File: config.mk
export PLATFORM = sky130hd
export DESIGN_NAME = dpg_top
export DESIGN_NICKNAME = d
export VERILOG_FILES = /design/src/rtl/dpg_pkg.sv /design/src/rtl/dpg_top.sv
export SDC_FILE = /design/constraint.sdc
export NUM_CORES = 1
export LEC_CHECK = 0
export BUFFER_PORTS_ARGS = -buffer_cell sky130_fd_sc_hd__buf_2
export CORE_UTILIZATION = 50
export CTS_BUF_LIST = sky130_fd_sc_hd__clkbuf_4 sky130_fd_sc_hd__clkbuf_8
export CTS_CLUSTER_DIAMETER = 150
export CTS_CLUSTER_SIZE = 14
export DETAILED_ROUTE_END_ITERATION = 7
export MAX_ROUTING_LAYER = met4
export PLACE_DENSITY_LB_ADDON = 0.1
export REMOVE_ABC_BUFFERS = 1
export SLEW_MARGIN = 20
export SYNTH_ARGS = -nofsm -noshare
export SYNTH_HDL_FRONTEND = slang
export SYNTH_SLANG_ARGS = --single-unit
File: constraint.sdc
create_clock -name i_sys_clk -period 1.3 [get_ports i_sys_clk]
set_input_delay 0.13 -clock i_sys_clk [delete_from_list [all_inputs] [get_ports i_sys_clk]]
set_output_delay 0.13 -clock i_sys_clk [all_outputs]
set_load 0.02 [all_outputs]
File: src/rtl/dpg_pkg.sv
package dpg_pkg;

  // ----------------------------------------
  // register map, full 16-bit addresses
  // ----------------------------------------
  localparam logic [15:0] UPPER_DIR_ADDR  = 16'hffc4;
  localparam logic [15:0] LOWER_DIR_ADDR  = 16'hffc5;
  localparam logic [15:0] UPPER_DATA_ADDR = 16'hffc6;
  localparam logic [15:0] LOWER_DATA_ADDR = 16'hffc7;
  localparam logic [15:0] LOWER_PU_ADDR   = 16'hffda;

  localparam logic [7:0]  REG_RESET       = 8'h00;
  localparam logic [7:0]  WO_READ_VALUE   = 8'hff;
  localparam logic [7:0]  UNMAPPED_VALUE  = 8'h00;
  localparam logic [7:0]  ALL_BYTE_AREAS  = 8'hff;

  // ----------------------------------------
  // operating modes
  // ----------------------------------------
  localparam logic [2:0]  MODE_EXP_FIRST  = 3'h1;
  localparam logic [2:0]  MODE_EXP_LAST   = 3'h6;
  localparam logic [2:0]  MODE_SINGLE     = 3'h7;

  typedef struct packed {
    logic [7:0] dir_u;
    logic [7:0] dir_l;
    logic [7:0] dat_u;
    logic [7:0] dat_l;
    logic [7:0] pu_en;
    logic [7:0] sy1_u;
    logic [7:0] sy2_u;
    logic [7:0] sy1_l;
    logic [7:0] sy2_l;
    logic [7:0] rdata;
    logic [7:0] pin_u;
    logic [7:0] oe_u;
    logic [7:0] pin_l;
    logic [7:0] oe_l;
    logic [7:0] pull;
    logic [15:0] bus_rd;
  } dpg_state_type;

endpackage

File: src/rtl/dpg_top.sv
`timescale 1ns/1ns
`default_nettype none
module dpg_top
  import dpg_pkg::*;
(
  input  wire logic        i_sys_clk,
  input  wire logic        i_rst_n,
  input  wire logic        i_hw_standby,
  input  wire logic        i_sw_standby,
  input  wire logic [2:0]  i_mode,
  input  wire logic [7:0]  i_bus_area_width_control,
  input  wire logic        i_bus_drive,
  input  wire logic [15:0] i_bus_wdata,
  output logic      [15:0] o_bus_rdata,
  input  wire logic [15:0] i_addr,
  input  wire logic [7:0]  i_wdata,
  input  wire logic        i_wr,
  input  wire logic        i_rd,
  output logic      [7:0]  o_rdata,
  input  wire logic [7:0]  i_upper_pin,
  output logic      [7:0]  o_upper_pin,
  output logic      [7:0]  o_upper_pin_oe,
  input  wire logic [7:0]  i_lower_pin,
  output logic      [7:0]  o_lower_pin,
  output logic      [7:0]  o_lower_pin_oe,
  output logic      [7:0]  o_lower_pullup
);

  dpg_state_type s_q;
  dpg_state_type s_d;
  logic          expanded;
  logic          wide_bus;
  logic [7:0]    rd_u;
  logic [7:0]    rd_l;

  // ----------------------------------------
  // mode decode
  // ----------------------------------------
  // mode 0 is not a legal strap; it falls back to port use, the safe choice
  assign expanded = (i_mode >= MODE_EXP_FIRST) && (i_mode <= MODE_EXP_LAST);
  // single-chip never looks at the width control
  assign wide_bus = expanded && (i_bus_area_width_control != ALL_BYTE_AREAS);

  // port reads mix latched bits for outputs with pin levels for inputs
  assign rd_u = (s_q.dat_u & s_q.dir_u) | (s_q.sy2_u & ~s_q.dir_u);
  assign rd_l = (s_q.dat_l & s_q.dir_l) | (s_q.sy2_l & ~s_q.dir_l);

  // ----------------------------------------
  // next state
  // ----------------------------------------
  always_comb begin
    s_d = s_q;
    s_d.sy1_u = i_upper_pin;
    s_d.sy2_u = s_q.sy1_u;
    s_d.sy1_l = i_lower_pin;
    s_d.sy2_l = s_q.sy1_l;

    // register writes land even while the pins belong to the bus
    if (i_wr) begin
      case (i_addr)
        UPPER_DIR_ADDR: begin
          s_d.dir_u = i_wdata;
        end
        LOWER_DIR_ADDR: begin
          s_d.dir_l = i_wdata;
        end
        UPPER_DATA_ADDR: begin
          s_d.dat_u = i_wdata;
        end
        LOWER_DATA_ADDR: begin
          s_d.dat_l = i_wdata;
        end
        LOWER_PU_ADDR: begin
          s_d.pu_en = i_wdata;
        end
        default: begin
          s_d.rdata = s_q.rdata;
        end
      endcase
    end

    // read data stands for one cycle only
    s_d.rdata = UNMAPPED_VALUE;
    if (i_rd) begin
      case (i_addr)
        UPPER_DIR_ADDR: begin
          s_d.rdata = WO_READ_VALUE;
        end
        LOWER_DIR_ADDR: begin
          s_d.rdata = WO_READ_VALUE;
        end
        UPPER_DATA_ADDR: begin
          s_d.rdata = rd_u;
        end
        LOWER_DATA_ADDR: begin
          s_d.rdata = rd_l;
        end
        LOWER_PU_ADDR: begin
          s_d.rdata = s_q.pu_en;
        end
        default: begin
          s_d.rdata = UNMAPPED_VALUE;
        end
      endcase
    end

    // upper port pins
    if (expanded) begin
      s_d.oe_u  = {8{i_bus_drive}};
      s_d.pin_u = i_bus_wdata[15:8];
    end else begin
      // software standby changes nothing here, so outputs stay driven
      s_d.oe_u  = s_q.dir_u;
      s_d.pin_u = s_q.dat_u;
    end

    // lower port pins
    if (wide_bus) begin
      s_d.oe_l  = {8{i_bus_drive}};
      s_d.pin_l = i_bus_wdata[7:0];
      s_d.pull  = REG_RESET;
    end else begin
      s_d.oe_l  = s_q.dir_l;
      s_d.pin_l = s_q.dat_l;
      s_d.pull  = s_q.pu_en & ~s_q.dir_l;
    end

    s_d.bus_rd = {s_q.sy2_u, s_q.sy2_l};

    // hardware standby clears the port registers, output enables and pull-ups; software standby keeps all
    if (i_hw_standby) begin
      s_d.dir_u = REG_RESET;
      s_d.dir_l = REG_RESET;
      s_d.dat_u = REG_RESET;
      s_d.dat_l = REG_RESET;
      s_d.pu_en = REG_RESET;
      s_d.oe_u  = REG_RESET;
      s_d.oe_l  = REG_RESET;
      s_d.pull  = REG_RESET;
    end
  end

  // ----------------------------------------
  // state register
  // ----------------------------------------
  always_ff @(posedge i_sys_clk or negedge i_rst_n) begin
    if (!i_rst_n) begin
      s_q <= '0;
    end else begin
      s_q <= s_d;
    end
  end

  assign o_rdata        = s_q.rdata;
  assign o_bus_rdata    = s_q.bus_rd;
  assign o_upper_pin    = s_q.pin_u;
  assign o_upper_pin_oe = s_q.oe_u;
  assign o_lower_pin    = s_q.pin_l;
  assign o_lower_pin_oe = s_q.oe_l;
  assign o_lower_pullup = s_q.pull;

  logic unused_ok;
  assign unused_ok = i_sw_standby;
endmodule
`default_nettype wire

==> out/qor.txt <==
outcome = complete, no violations
crit path max-delay cell type = dfrtp_1
maxcap violations = 0
number of fill cells = 864
Hold Path Class = input pin to flop
largest net degree at the start of global routing = 55
Mean Syn Cell Area = 12.8 um2
post-synthesis async set-or-reset flop share = 100%
post-route DRC violation count = 0
CP bufs+invs = 0
hpwl dp = 8.61 mm
relative slew slack = 65.9%
H-tree depth = 4
vias per cell = 4.95
crit path DAT = 1600 ps
overall via count from detail_route = 3702
ant diodes = 0
sequential cell area fraction in the yosys report = 59.5%
critical path peak fanout = 2
crit-path cells = mux2_2 > a22oi_2 > a211oi_2 > a21o_1
num rows = 38
initial DRC count = 171
die area = 11900 um2
Total GRT Usage = 24.3%
Comb power frac = 9.2%
switching portion of total power = 22.6%
yosys warns = 0
Cell variety after synth = 38
Slew Limit Fails = 0
register bit total from synthesis = 136
NumNets Final = 669
hold slack = 73.9 ps
cell count after synthesis = 447
Max IR drop VDD = 0.962 mV
Met3 Wirelength = 564 um
num ports = 138
Min Clock Period, post-route = 1270 ps
CP Data Required Time = 1630 ps
Final GP Congestion = 0.801
Final Cycle Share = 98.1%
Fin Clk Skew = 11.2 ps
CTS Buf Count = 17
critical path's top delay family = compound AO/OA/AOI/OAI gates
Sink Count = 136
fraction of layout cells with a size suffix above 1 = 43.9%
Cell Area, Synth = 5720 um2
Flop pwr share = 49.0%
Clock Tree Root = clkbuf_8
Critical Path Max Stage Delay = 360 ps
Clock Latency Late Sink = 440 ps
wire length on met2 = 6.51 mm
Hold Vio Cnt, Final = 0
router iterations before antenna repair = 4
Post-synth EDFFs = 0
CTS tree = built
top layer used by detailed routing = met4
internal power = 6.97 mW
IO Port Bufs = 136
Reg clk slew, reported paths = 70 ps
Fmax = 0.784 GHz
met1 WL = 5.73 mm
first-pass GRT wire length = 20.1 mm
fin cells = 748
P&R area growth vs syn = 26.1%
crit start category = flop
most frequent cells in the layout = dfrtp_1 (136), buf_2 (135), mux2i_1 (40)
Die Y = 109 um
chip width = 109 um
antenna violations before repair = 0
total routed wirelength = 12.9 mm
worst-margin pin slew = 512 ps
most common cell after layout, fill and taps aside = dfrtp_1
ys flop type = dfrtp_1
sw power = 2.04 mW
core area = 11000 um2
Leak Pwr = 3.75 nW
clock power share = 41.8%
Setup violations, final = 0
critical path class = flop to flop
vias in the first global route = 3964
aggregate global routing overflow = 0
post-route ant nets = 0
Initial Utilization = 52.1%
Inst Count DP = 677
Max clock buf depth = 2
drt wl/cell = 17.3 um
PD cells = 1250 nW/um2
CP endpoint kind = flop
-- cells in the mapped netlist (3+ instances only) --
master      n  area, um2
dfrtp_1   136       3400
buf_4      65        488
mux2i_1    40        400
nand2_1    33        124
nand2b_1   33        206
mux2_2     24        270
a21oi_1    16       80.1
or2b_2     13        114
a21o_1      9       67.6
a211oi_1    8       60.1
a22oi_1     8       60.1
nor3b_1     8       60.1
o21ai_0     8       40.0
buf_2       6       30.0
buf_6       4       45.0
clkbuf_1    4       15.0
and4_1      3       26.3
nand2_2     3       18.8
nand4_1     3       18.8
nor2_1      3       11.3
-- cell type report --
type	count	area [um2]	area share, %
Clock buffer	26	333	4.61
Clock inverter	6	111	1.54
Multi-Input combinational cell	230	1780	24.7
Sequential cell	136	3400	47.2
Tap cell	140	175	2.43
Timing Repair Buffer	210	1410	19.6
-- power by group through the flow --
stage | Sequential [mW] | Combinational [mW] | Clock [mW]
after floorplan | 4.60 | 0.166 | 0
after global placement | 4.49 | 0.731 | 0
after detailed placement | 4.49 | 0.740 | 0
after CTS | 4.42 | 0.818 | 3.83
after global routing | 4.43 | 0.901 | 4.02
final | 4.42 | 0.826 | 3.77
-- state kept, by name (all words and copies together) (netlist names) --
signal / flops
o_bus_rdata: 16
s_q: 40
o_lower_pullup: 8
s_d: 32
o_lower_pin_oe: 8
o_upper_pin: 8
o_lower_pin: 8
o_upper_pin_oe: 8
o_rdata: 8
-- metrics by stage --
stage               setup TNS [ps]  setup slack [ps]  power (mW)  util, %  cell area (um2)
global placement             -6680              -155        5.22     57.7             6330
detailed placement           -8280              -227        5.23     57.7             6330
CTS                              0              10.4        9.06     64.8             7120
global route                 -21.4             -17.8        9.34     65.7             7210
finish                           0              25.1        9.01     65.7             7210
floorplan                    -2640              -181        4.77        -             5120
-- worst paths after layout --
| check | end | cells past startpoint | start | slack, ps |
|---|---|---|---|---|
| worst max-delay path | o_rdata[1] | 4 | s_q[121] | 30 |
| worst min-delay path | o_upper_pin_oe[7] | 3 | i_hw_standby | 70 |
| worst max register to register | o_rdata[1] | 4 | s_q[121] | 30 |
| worst min register to register | s_d[2] | 0 | s_d[66] | 350 |
| max in group asynchronous | s_q[103] | 3 | i_rst_n | 520 |
| min in group asynchronous | o_bus_rdata[14] | 2 | i_rst_n | 150 |
-- what timing repair did --
| item | in CTS | in global routing |
|---|---|---|
| gates resized for setup | 0 | 13 |
| hold buffers | 33 | 0 |
| buffers inserted | 1 | 5 |
| pin swaps | 0 | 3 |
| setup endpoints to repair | 1 | 7 |
| hold endpoints to repair | 168 | 0 |
-- cell families after synthesis --
group,synth area share (%)
buf+inv,10.5
simple gates,12.9
mux,11.7
compound gates,5.38
flops,59.5
-- tightest hold or removal path: stages --
cell	delay (ps)
buf_2	110
buf_12	170
a21oi_1	50
-- per-layer routing --
metal	up-vias	global-route usage, %
li1	1745	-
met3	11	5.68
met4	0	7.92
met2	107	39.6
met5	-	-
met1	1839	29.7
Power figures use the tool's default switching activity.
